[config.mk]
export PLATFORM = sky130hd
export DESIGN_NAME = usb_pll_clock_tree
export DESIGN_NICKNAME = d
export VERILOG_FILES = /design/src/clock_tree_pkg.sv /design/src/usb_pll_clock_tree.sv
export SDC_FILE = /design/constraint.sdc
export NUM_CORES = 1
export LEC_CHECK = 0
export BUFFER_PORTS_ARGS = -buffer_cell sky130_fd_sc_hd__clkbuf_2
export CAP_MARGIN = 10
export CORE_MARGIN = 3
export CORE_UTILIZATION = 52
export DETAILED_ROUTE_END_ITERATION = 7
export GPL_TIMING_DRIVEN = 0
export MAX_ROUTING_LAYER = met4
export PLACE_DENSITY = 0.78
export SKIP_CTS_REPAIR_TIMING = 1
export SYNTH_ARGS = -nofsm -noshare
export SYNTH_HDL_FRONTEND = slang
export SYNTH_SLANG_ARGS = --single-unit
[constraint.sdc]
create_clock -name clk_in -period 30.5 [get_ports clk_in]
set_input_delay 4.575 -clock clk_in [delete_from_list [all_inputs] [get_ports clk_in]]
set_output_delay 4.575 -clock clk_in [all_outputs]
set_load 0.02 [all_outputs]
[src/clock_tree_pkg.sv]
/*
 * Constants for the USB PLL clock tree: selector codes, divider encodings,
 * bit positions and timing counts.
 * Assumes a single 40 MHz control clock; analog sources appear as enables.
 */
`default_nettype none

package clock_tree_pkg;

    // Oscillator selector codes
    localparam logic [2:0] SEL_FRC        = 3'h0;
    localparam logic [2:0] SEL_FRC_PLL    = 3'h1;
    localparam logic [2:0] SEL_PRI        = 3'h2;
    localparam logic [2:0] SEL_PRI_PLL    = 3'h3;
    localparam logic [2:0] SEL_SECONDARY_OSC       = 3'h4;
    localparam logic [2:0] SEL_LPRC       = 3'h5;
    localparam logic [2:0] SEL_FRC_DIV16  = 3'h6;
    localparam logic [2:0] SEL_FRC_DIV    = 3'h7;

    // Secondary oscillator digital-input mode
    localparam logic [1:0] SECONDARY_OSC_MODE_DIGITAL = 2'h2;

    // Multiplier factor codes
    localparam logic [1:0] MULT_4X = 2'h0;
    localparam logic [1:0] MULT_6X = 2'h1;
    localparam logic [1:0] MULT_8X = 2'h2;

    // Frequencies in kHz
    localparam int PLL_VCO_KHZ   = 96000;
    localparam int PLL_REF_KHZ   = 4000;
    localparam int PLL_IN_MIN    = 4000;
    localparam int PLL_IN_MAX    = 48000;
    localparam int USB_KHZ       = 48000;
    localparam int SYS_BASE_KHZ  = 64000;
    localparam int FRC_KHZ       = 8000;

    // Status bit positions
    localparam int LOCK_BIT      = 5;
    localparam int KEEP_ON_BIT   = 5;

    // Lock delay
    localparam int LOCK_DELAY_US = 2;
    localparam int CLK_MHZ       = 40;
    localparam int LOCK_CYCLES   = LOCK_DELAY_US * CLK_MHZ;

    // Clock-output divide of the control clock clk_in
    localparam int CLKOUT_DIV    = 4;

endpackage : clock_tree_pkg

`default_nettype wire

[src/usb_pll_clock_tree.sv]
/*
 * Control logic of the clock tree: PLL prescaler and branch dividers,
 * lock timer, oscillator enables, postscaler and pin repurposing.
 * Assumes clock-rate outputs are modelled as frequency figures in kHz and
 * as divider settings for the analog blocks; one clk_in domain.
 */
`default_nettype none

module usb_pll_clock_tree
    import clock_tree_pkg::*;
#(
    parameter int LOCK_COUNT = clock_tree_pkg::LOCK_CYCLES
) (
    input  wire logic       clk_in,
    input  wire logic       rst_in,
    input  wire logic [2:0] osc_config_select_in,
    input  wire logic [2:0] new_osc_select_in,
    input  wire logic       switch_request_in,
    input  wire logic       external_clock_mode_in,
    input  wire logic       clock_out_enable_in,
    input  wire logic       sys_clk_in,
    input  wire logic [1:0] mult_factor_in,
    input  wire logic [2:0] pll_input_divider_in,
    input  wire logic [1:0] cpu_clock_divider_in,
    input  wire logic [15:0] primary_khz_in,
    input  wire logic       usb_enable_in,
    input  wire logic       usb_suspend_in,
    input  wire logic [2:0] secondary_osc_enable_in,
    input  wire logic [1:0] secondary_osc_mode_in,
    input  wire logic       sleep_in,
    input  wire logic       pll_keep_on_in,
    input  wire logic       powerup_done_in,
    input  wire logic [2:0] fast_rc_postscale_in,
    output logic [2:0]      current_osc_select_out,
    output logic [7:0]      status_out,
    output logic            clock_pin_out,
    output logic            clock_pin_oe_n_out,
    output logic            feedback_enable_out,
    output logic [3:0]      mult_ratio_out,
    output logic [3:0]      prescale_ratio_out,
    output logic            ref_valid_out,
    output logic            pll_run_out,
    output logic            usb_clk_enable_out,
    output logic [15:0]     usb_clk_khz_out,
    output logic [15:0]     sys_clk_khz_out,
    output logic            secondary_osc_run_out,
    output logic            crystal_driver_out,
    output logic            secondary_clock_input_out,
    output logic            secondary_in_is_port_out,
    output logic            fast_rc_run_out,
    output logic [15:0]     fast_rc_khz_out,
    output logic            fast_rc_pll_ok_out
);

    // Lock counter is 16 bits wide
    if (LOCK_COUNT < 1 || LOCK_COUNT > 65535) begin : g_bad_lock_count
        $error("LOCK_COUNT out of range");
    end

    ////////////////////////////////////////////////////////////////////////
    // Clock source selection

    logic [2:0]  cur_sel;
    logic        digital_secondary_osc;
    logic        pll_src;
    logic        accept_sw;
    logic [15:0] lock_cnt;
    logic        locked;
    logic [1:0]  clkout_cnt;

    assign digital_secondary_osc = (secondary_osc_mode_in == SECONDARY_OSC_MODE_DIGITAL);
    assign pll_src = (cur_sel == SEL_FRC_PLL) || (cur_sel == SEL_PRI_PLL);
    // Switch taken only after power-up and outside digital mode
    assign accept_sw = switch_request_in && powerup_done_in
                    && !digital_secondary_osc;

    // Current select: FRC at reset, config until power-up done, new select on switch
    always_ff @(posedge clk_in) begin
        if (rst_in) begin
            cur_sel <= SEL_FRC;
        end else if (!powerup_done_in) begin
            cur_sel <= osc_config_select_in;
        end else if (switch_request_in && !digital_secondary_osc) begin
            cur_sel <= new_osc_select_in;
        end
    end

    ////////////////////////////////////////////////////////////////////////
    // Lock timer (timer based, no lock sensing)

    // Clear on any real switch, so lock never lingers off-PLL
    always_ff @(posedge clk_in) begin
        if (rst_in) begin
            lock_cnt <= '0;
            locked   <= 1'b0;
        end else if (accept_sw && new_osc_select_in != cur_sel) begin
            lock_cnt <= '0;
            locked   <= 1'b0;
        end else if (!pll_src) begin
            lock_cnt <= '0;
            locked   <= 1'b0;
        end else if (!locked) begin
            if (lock_cnt == 16'(LOCK_COUNT - 1)) begin
                locked <= 1'b1;
            end
            lock_cnt <= lock_cnt + 16'h0001;
        end
    end

    ////////////////////////////////////////////////////////////////////////
    // PLL dividers and frequencies

    logic [3:0]  pre;
    logic [3:0]  mult;
    logic [15:0] ref_khz;
    logic [15:0] sys_khz;

    // Prescaler table, fixed by configuration
    always_comb begin
        case (pll_input_divider_in)
            3'h0:    pre = 4'h1;
            3'h1:    pre = 4'h2;
            3'h2:    pre = 4'h3;
            3'h3:    pre = 4'h4;
            3'h4:    pre = 4'h5;
            3'h5:    pre = 4'h6;
            3'h6:    pre = 4'h8;
            default: pre = 4'hc;
        endcase
    end

    // Multiplier factor
    always_comb begin
        case (mult_factor_in)
            MULT_6X: mult = 4'h6;
            MULT_8X: mult = 4'h8;
            default: mult = 4'h4;
        endcase
    end

    assign ref_khz = primary_khz_in / 16'(pre);

    // System branch: 96/1.5 = 64, then 1,2,4,8
    assign sys_khz = 16'(SYS_BASE_KHZ) >> cpu_clock_divider_in;

    // PLL outputs and valid reference check
    always_ff @(posedge clk_in) begin
        if (rst_in) begin
            prescale_ratio_out <= 4'h1;
            mult_ratio_out     <= 4'h4;
            ref_valid_out      <= 1'b0;
            sys_clk_khz_out    <= 16'(FRC_KHZ);
        end else begin
            prescale_ratio_out <= pre;
            mult_ratio_out     <= mult;
            ref_valid_out      <= (ref_khz == 16'(PLL_REF_KHZ))
                && primary_khz_in >= 16'(PLL_IN_MIN)
                && primary_khz_in <= 16'(PLL_IN_MAX)
                && (primary_khz_in % 16'(PLL_IN_MIN)) == 16'h0000;
            sys_clk_khz_out    <= pll_src ? sys_khz : fast_rc_khz_out;
        end
    end

    // PLL run and USB clock
    always_ff @(posedge clk_in) begin
        if (rst_in) begin
            pll_run_out        <= 1'b0;
            usb_clk_enable_out <= 1'b0;
            usb_clk_khz_out    <= '0;
        end else begin
            pll_run_out <= pll_src || pll_keep_on_in
                        || (usb_enable_in && !usb_suspend_in);
            usb_clk_enable_out <= usb_enable_in && !usb_suspend_in;
            usb_clk_khz_out <= (usb_enable_in && !usb_suspend_in)
                ? 16'(PLL_VCO_KHZ / 2) : 16'h0000;
        end
    end

    ////////////////////////////////////////////////////////////////////////
    // External clock pin

    // clk_in/4 output or I/O; feedback off in external mode
    always_ff @(posedge clk_in) begin
        if (rst_in) begin
            clkout_cnt          <= '0;
            clock_pin_out       <= 1'b0;
            clock_pin_oe_n_out  <= 1'b1;
            feedback_enable_out <= 1'b1;
        end else begin
            clkout_cnt <= clkout_cnt + 2'h1;
            clock_pin_out <= clkout_cnt[1];
            clock_pin_oe_n_out <= !(external_clock_mode_in
                                    && clock_out_enable_in);
            feedback_enable_out <= !external_clock_mode_in;
        end
    end

    ////////////////////////////////////////////////////////////////////////
    // Secondary oscillator

    logic secondary_osc_req;
    assign secondary_osc_req = (|secondary_osc_enable_in)
        || (!sleep_in && cur_sel == SEL_SECONDARY_OSC)
        || (!sleep_in && osc_config_select_in == SEL_SECONDARY_OSC)
        || (!sleep_in && new_osc_select_in == SEL_SECONDARY_OSC);

    // Crystal or digital input mode
    always_ff @(posedge clk_in) begin
        if (rst_in) begin
            secondary_osc_run_out     <= 1'b0;
            crystal_driver_out        <= 1'b0;
            secondary_clock_input_out <= 1'b0;
            secondary_in_is_port_out  <= 1'b0;
        end else begin
            secondary_osc_run_out     <= secondary_osc_req;
            crystal_driver_out        <= secondary_osc_req && !digital_secondary_osc;
            secondary_clock_input_out <= digital_secondary_osc;
            secondary_in_is_port_out  <= digital_secondary_osc;
        end
    end

    ////////////////////////////////////////////////////////////////////////
    // Fast RC oscillator and postscaler

    logic frc_used;
    assign frc_used = (cur_sel == SEL_FRC_DIV) || (cur_sel == SEL_FRC_DIV16)
                   || (cur_sel == SEL_FRC_PLL) || (cur_sel == SEL_FRC);

    // Enable, frequency and PLL compatibility
    always_ff @(posedge clk_in) begin
        if (rst_in) begin
            fast_rc_run_out    <= 1'b1;
            fast_rc_khz_out    <= 16'(FRC_KHZ);
            fast_rc_pll_ok_out <= 1'b1;
        end else begin
            fast_rc_run_out <= !powerup_done_in || frc_used;
            fast_rc_khz_out <= (cur_sel == SEL_FRC_DIV)
                ? 16'(FRC_KHZ >> fast_rc_postscale_in)
                : 16'(FRC_KHZ);
            fast_rc_pll_ok_out <= (cur_sel != SEL_FRC_PLL)
                || (fast_rc_postscale_in <= 3'h1);
        end
    end

    ////////////////////////////////////////////////////////////////////////
    // Status outputs

    always_ff @(posedge clk_in) begin
        if (rst_in) begin
            current_osc_select_out <= SEL_FRC;
            status_out             <= '0;
        end else begin
            current_osc_select_out <= cur_sel;
            status_out <= 8'(locked) << LOCK_BIT;
        end
    end
endmodule // usb_pll_clock_tree

`default_nettype wire

==> results.py, run 1 <==
metrics = {
    "floorplan": {
        "coreArea_mm2": 0.0139,
        "fp-row-count": 43,
        "initial_core_util_pct": 53.4,
        "die_y_um": 126,
        "io_pins": 127,
        "dieArea_mm2": 0.0158,
        "die_width_um": 126,
    },
    "timing": {
        "slew_violations": 0,
        "setup_viol": 0,
        "tightestPinTransition_ns": 0.873,
        "fin_crit_sh_pct": 97.4,
        "maxSlewHeadroom_pct": 41.6,
        "setup_slack_ns": 0.790,
        "finalCriticalPeriod_ns": 29.71,
        "hold_viol_final": 0,
        "finClkSkew_ns": 0.00427,
        "fmax_ghz": 0.0337,
    },
    "route": {
        "wl_mm": 20.9,
        "dr.pass1.iters": 5,
        "via_per_inst": 5.90,
        "wl_per_cell_um": 15.9,
        "drt_iter0_markers": 416,
        "num_vias": 7750,
        "drc": 0,
        "antenna_left": 0,
    },
    "global_route": {
        "grt-ovfl-total": 0,
        "grt.total_usage_pct": 23.9,
        "grt_pass1_vias": 6705,
        "grt_max_degree": 16,
        "grt_pass1_wl_mm": 31.2,
        "antenna_found_initial": 0,
    },
    "logic_synthesis": {
        "synth_top_area_share_pct": 19.6,
        "synth-xor-area-share_pct": 5.65,
        "ys_seq_area_share_pct": 19.6,
        "async_flop_share_pct": 0,
        "yosys_warnings": 0,
        "synth_compound_area_share_pct": 25.0,
        "yosys.area.top_type": "dfxtp_1",
        "synthSimpleGateAreaFrac_pct": 26.6,
        "synth.mux.area_fraction_pct": 5.93,
        "synth.area.top_cells": "dfxtp_1 20%, ha_1 10%, nor2_1 5.9%, xnor2_1 3.5%, a21oi_1 3.5%",
        "yosys.cell_types.count": 107,
        "synth_top_family_by_area": "simple AND/OR/NAND/NOR gates",
        "netlist_instances": 942,
        "synth-seq-cells": 73,
        "yosys.area_share.adder_pct": 10.6,
        "synth-edff-count": 0,
        "ys.flop_type": "dfxtp_1",
        "syn_area_per_cell_um2": 7.90,
        "synth.cell_area_mm2": 0.00744,
    },
    "place": {
        "dp_hpwl_mm": 15.0,
        "place.gp.congestion": 0.967,
        "port_buffers": 98,
        "place_ws_ns": -4.07,
    },
    "worst_setup_path": {
        "crit_cells": 133,
        "cp_common_cell": "ha_1",
        "critPathBufInv": 12,
        "critPathKind": "input port to flop",
        "critPathCaptureType": "flop",
        "critPathTopFamily": "compound AO/OA/AOI/OAI gates",
        "reg2reg_depth": 6,
        "rrSetupSlack_ns": 28.47,
        "crit_fanout": 10,
        "critical_path_required_ns": 30.78,
        "critPathArrivalTime_ns": 29.99,
        "cpPeakStageDelay_ns": 0.42,
        "start_kind": "input port",
        "cpMaxStageDelayCell": "a221oi_4",
    },
    "finish": {
        "mostFrequentLayoutCells": "104 x nor2_1, 97 x clkbuf_2, 86 x buf_4",
        "nNetsFinal": 1239,
        "area_delta_synth_final_pct": 27.6,
        "num-fill-cells": 1092,
        "num_antenna_cells": 0,
        "drive_gt1_share_pct": 30.2,
        "final_common_cell": "nor2_1",
    },
    "hold_path": {
        "min_path_type": "flop to flop",
        "min_path_cells": 1,
    },
    "run_status": {
        "outcome": "complete, no violations",
    },
    "clocking": {
        "cts-htree-levels": 3,
        "cts_root_buf": "clkbuf_16",
        "clockBufferDepth": 2,
        "clk_latency_ns": 0.34,
        "clkSlewWorstSetupHoldPaths_ns": 0.06,
        "cts_tree": "built",
        "cts_buffers": 9,
        "cts_sinks": 73,
    },
    "job": {
        "maxCapViolations": 0,
    },
}
## path summary, 6_finish.rpt
| check | start | to |
|---|---|---|
| setup / recovery | pll_input_divider_in[1] | ref_valid_out |
| hold / removal | clkout_cnt[0] | clkout_cnt[0] |
| setup reg to reg | cur_sel[0] | lock_cnt[10] |
| hold reg to reg | clkout_cnt[0] | clkout_cnt[0] |
## cell families after synthesis
group	count (synthesis)
buf+inv	94
mux	39
flops	73
xor+xnor	48
simple gates	376
other cells	1
compound gates	248
fa+ha+maj	63
## metal layers
layer / GRT usage, % / wire length, um / vias to the layer above
met5: - / 0 / -
met3: 2.93 / 1280 / 59
met2: 40.3 / 10300 / 275
met1: 29.3 / 8680 / 3592
met4: 9.31 / 645 / 0
li1: - / - / 3824
## state kept, by name (all words and copies together) (netlist names), 2 cells and up
name                    count
prescale_ratio_out          4
mult_ratio_out              3
current_osc_select_out      3
lock_cnt                   16
sys_clk_khz_out            16
clkout_cnt                  2
fast_rc_khz_out            13
cur_sel                     3
## cells in the mapped netlist (4+ instances only)
| library cell | instances |
|---|---|
| a21boi_1 | 4 |
| a21o_1 | 15 |
| a21oi_1 | 52 |
| a31o_2 | 4 |
| a31oi_1 | 4 |
| and2_1 | 16 |
| and3_1 | 14 |
| buf_4 | 29 |
| clkbuf_1 | 27 |
| dfxtp_1 | 73 |
| ha_1 | 62 |
| inv_1 | 31 |
| mux2_2 | 14 |
| mux2i_1 | 21 |
| nand2_1 | 60 |
| nand2b_1 | 8 |
| nand3_1 | 24 |
| nand4_1 | 18 |
| nor2_1 | 117 |
| nor2b_1 | 14 |
| nor3_1 | 34 |
| nor3b_1 | 5 |
| nor4_1 | 7 |
| o2111ai_1 | 4 |
| o211ai_1 | 9 |
| o21a_1 | 24 |
| o21ai_0 | 40 |
| o21bai_1 | 5 |
| o31ai_1 | 12 |
| or2_2 | 7 |
| or3_1 | 18 |
| xnor2_1 | 30 |
| xor2_1 | 18 |
## final cells by class
cell class | count | area, um2 | area share, %
repair buffers | 158 | 965 | 10.2
clock inverters | 6 | 72.6 | 0.764
well taps | 180 | 225 | 2.37
plain buffers | 61 | 379 | 3.99
clock buffers | 10 | 239 | 2.52
inverters | 32 | 124 | 1.30
multi-input cells | 794 | 6030 | 63.5
flip-flops and latches | 73 | 1460 | 15.4
## through the flow
stage	cells	TNS (ns)	utilization, %	area [um2]	hold WS, ns
CTS	1257	-3.84	61.5	8570	0.428
global route	1314	-0.541	68.1	9490	0.480
global placement	1239	-3.84	59.1	8230	0.407
detailed placement	1241	-4.07	59.3	8260	0.412
floorplan	961	0	-	7510	0.397
finish	1314	0	68.1	9490	0.430
Power of run 1 is left out: the tool's default activity adds up to more than one toggle a clock period on the data nets, which glitch-free logic cannot reach.
==> inputs of run 2 (changes only) <==
==> constraint.sdc (replaced) <==
create_clock -name clk_in -period 30.5 [get_ports clk_in]
set_input_delay 3.05 -clock clk_in [delete_from_list [all_inputs] [get_ports clk_in]]
set_output_delay 3.05 -clock clk_in [all_outputs]
set_load 0.02 [all_outputs]
==> run 2 against run 1 <==
Effect of this change: via count shrank 2.2%; die area is the same; largest cell class unchanged; critical endpoint unchanged; critical path depth grew 2; cell area shrank 3.9%; global-route usage is the same; highest routed layer unchanged; critical path type unchanged; register-to-register slack lost 0.02 ns; first-iteration DRC count shrank 6.7%.
==> results.py, run 2 (synthesized netlist as in run 1, its figures left out) <==
metrics = {
    "run_status": {
        "outcome": "complete, no violations",
    },
    "worst_setup_path": {
        "r2r_end": "lock_cnt[10]",
        "critical_path_required_ns": 30.78,
        "cp_common_cell": "ha_1",
        "start_kind": "input port",
        "rrSetupSlack_ns": 28.45,
        "cpMaxStageDelayCell": "a221oi_4",
        "cpPeakStageDelay_ns": 0.41,
        "r2r_start": "cur_sel[1]",
        "crit_fanout": 10,
        "critPathArrivalTime_ns": 29.24,
        "reg2reg_depth": 7,
        "critPathCaptureType": "flop",
        "critPathKind": "input port to flop",
    },
    "finish": {
        "drive_gt1_share_pct": 27.0,
        "multiInputGateArea_mm2": 0.00587,
        "final_common_cell": "nor2_1",
        "num-fill-cells": 1170,
        "mostFrequentLayoutCells": "110 x nor2_1, 99 x clkbuf_2, 73 x dfxtp_1",
        "seq_area_mm2": 0.00146,
        "nNetsFinal": 1212,
        "post-route-util_pct": 65.5,
        "area_delta_synth_final_pct": 22.6,
        "num_antenna_cells": 0,
        "final_area_mm2": 0.00912,
        "largestRegisters": "lock_cnt (16), sys_clk_khz_out (16), fast_rc_khz_out (13)",
    },
    "clocking": {
        "cts_sinks": 73,
        "clockBufferDepth": 2,
        "clkSlewWorstSetupHoldPaths_ns": 0.06,
        "cts-htree-levels": 3,
        "cts_buffers": 9,
        "clk_latency_ns": 0.34,
        "cts_root_buf": "clkbuf_16",
        "cts_tree": "built",
    },
    "global_route": {
        "grt-ovfl-total": 0,
        "grt_pass1_vias": 6705,
        "antenna_found_initial": 0,
        "grt_pass1_wl_mm": 31.2,
        "grt_max_degree": 16,
        "grt.total_usage_pct": 23.9,
    },
    "floorplan": {
        "io_pins": 127,
        "initial_core_util_pct": 53.4,
        "die_y_um": 126,
        "dieArea_mm2": 0.0158,
        "die_width_um": 126,
        "coreArea_mm2": 0.0139,
        "fp-row-count": 43,
    },
    "timing": {
        "fin_crit_sh_pct": 95.0,
        "hold_viol_final": 0,
        "tightestPinTransition_ns": 0.861,
        "setup_viol": 0,
        "finalCriticalPeriod_ns": 28.97,
        "maxSlewHeadroom_pct": 42.5,
        "fmax_ghz": 0.0345,
        "finClkSkew_ns": 0.00510,
        "slew_violations": 0,
    },
    "route": {
        "wl_mm": 19.7,
        "via_per_inst": 5.89,
        "antenna_left": 0,
        "dr.pass1.iters": 5,
        "num_vias": 7577,
        "wl_per_cell_um": 15.3,
        "drc": 0,
        "drt_iter0_markers": 388,
    },
    "hold_path": {
        "hp-start": "clkout_cnt[0]",
        "min_path_type": "flop to flop",
        "min_path_cells": 1,
        "hold-path-endpoint": "clkout_cnt[0]",
    },
    "place": {
        "placed_area_mm2": 0.00826,
        "dp_hpwl_mm": 15.0,
        "port_buffers": 98,
        "place.gp.congestion": 0.967,
    },
    "job": {
        "maxCapViolations": 0,
    },
}
run 2: cell types whose count changed in the layout (fill, tap and decap cells not counted), moves of 3 or more:
cell | previous run | this run
nor2_4 | 4 | 1
ha_1 | 59 | 62
nor2_2 | 9 | 6
nor2_1 | 104 | 110
buf_4 | 86 | 59
run 2: worst max-delay path by stage:
| stage | endpoint | cells after the start | slack, ns | start |
|---|---|---|---|---|
| after floorplan | ref_valid_out | 133 | 2.07 | pll_input_divider_in[1] |
| after global placement | ref_valid_out | 127 | -2.32 | pll_input_divider_in[1] |
| after detailed placement | ref_valid_out | 131 | -2.54 | pll_input_divider_in[1] |
| after CTS | ref_valid_out | 131 | -2.31 | pll_input_divider_in[1] |
| after global routing | ref_valid_out | 137 | -0.25 | pll_input_divider_in[0] |
| final | ref_valid_out | 135 | 1.53 | pll_input_divider_in[0] |
run 2: final cells by class:
| cell class | instances | share of cell area, % |
|---|---|---|
| Timing Repair Buffer | 131 | 8.35 |
| Buffer | 61 | 4.02 |
| Tap cell | 180 | 2.47 |
| Inverter | 32 | 1.36 |
| Multi-Input combinational cell | 794 | 64.4 |
| Sequential cell | 73 | 16.0 |
| Clock buffer | 10 | 2.62 |
| Clock inverter | 6 | 0.796 |
run 2: layer usage:
metal	share of wire [%]	GRT usage, %	vias to the layer above
li1	-	-	3758
met1	43	29.3	3496
met2	48	40.3	262
met3	5.7	2.93	61
met4	2.9	9.31	0
met5	0	-	-
run 2: per-stage QoR:
| step | instances | setup WS [ns] | TNS, ns | hold slack [ns] |
|---|---|---|---|---|
| 2_1_floorplan | 961 | 2.07 | 0 | 0.397 |
| 5_1_grt | 1287 | -0.246 | -0.246 | 0.480 |
| 3_5_place_dp | 1241 | -2.54 | -2.54 | 0.412 |
| 4_1_cts | 1257 | -2.31 | -2.31 | 0.428 |
| 3_3_place_gp | 1239 | -2.32 | -2.32 | 0.407 |
| 6_report | 1287 | 1.53 | 0 | 0.430 |
run 2: worst max-delay path, delay by kind of cell:
kind                       cells  cell delay [ns]
adders and majority gates     16             4.47
muxes                          9             2.52
buffers and inverters         10             1.42
and+or+nand+nor               44             7.93
AOI/OAI and AO/OA             56             9.78
Power of run 2 is left out for the same reason.
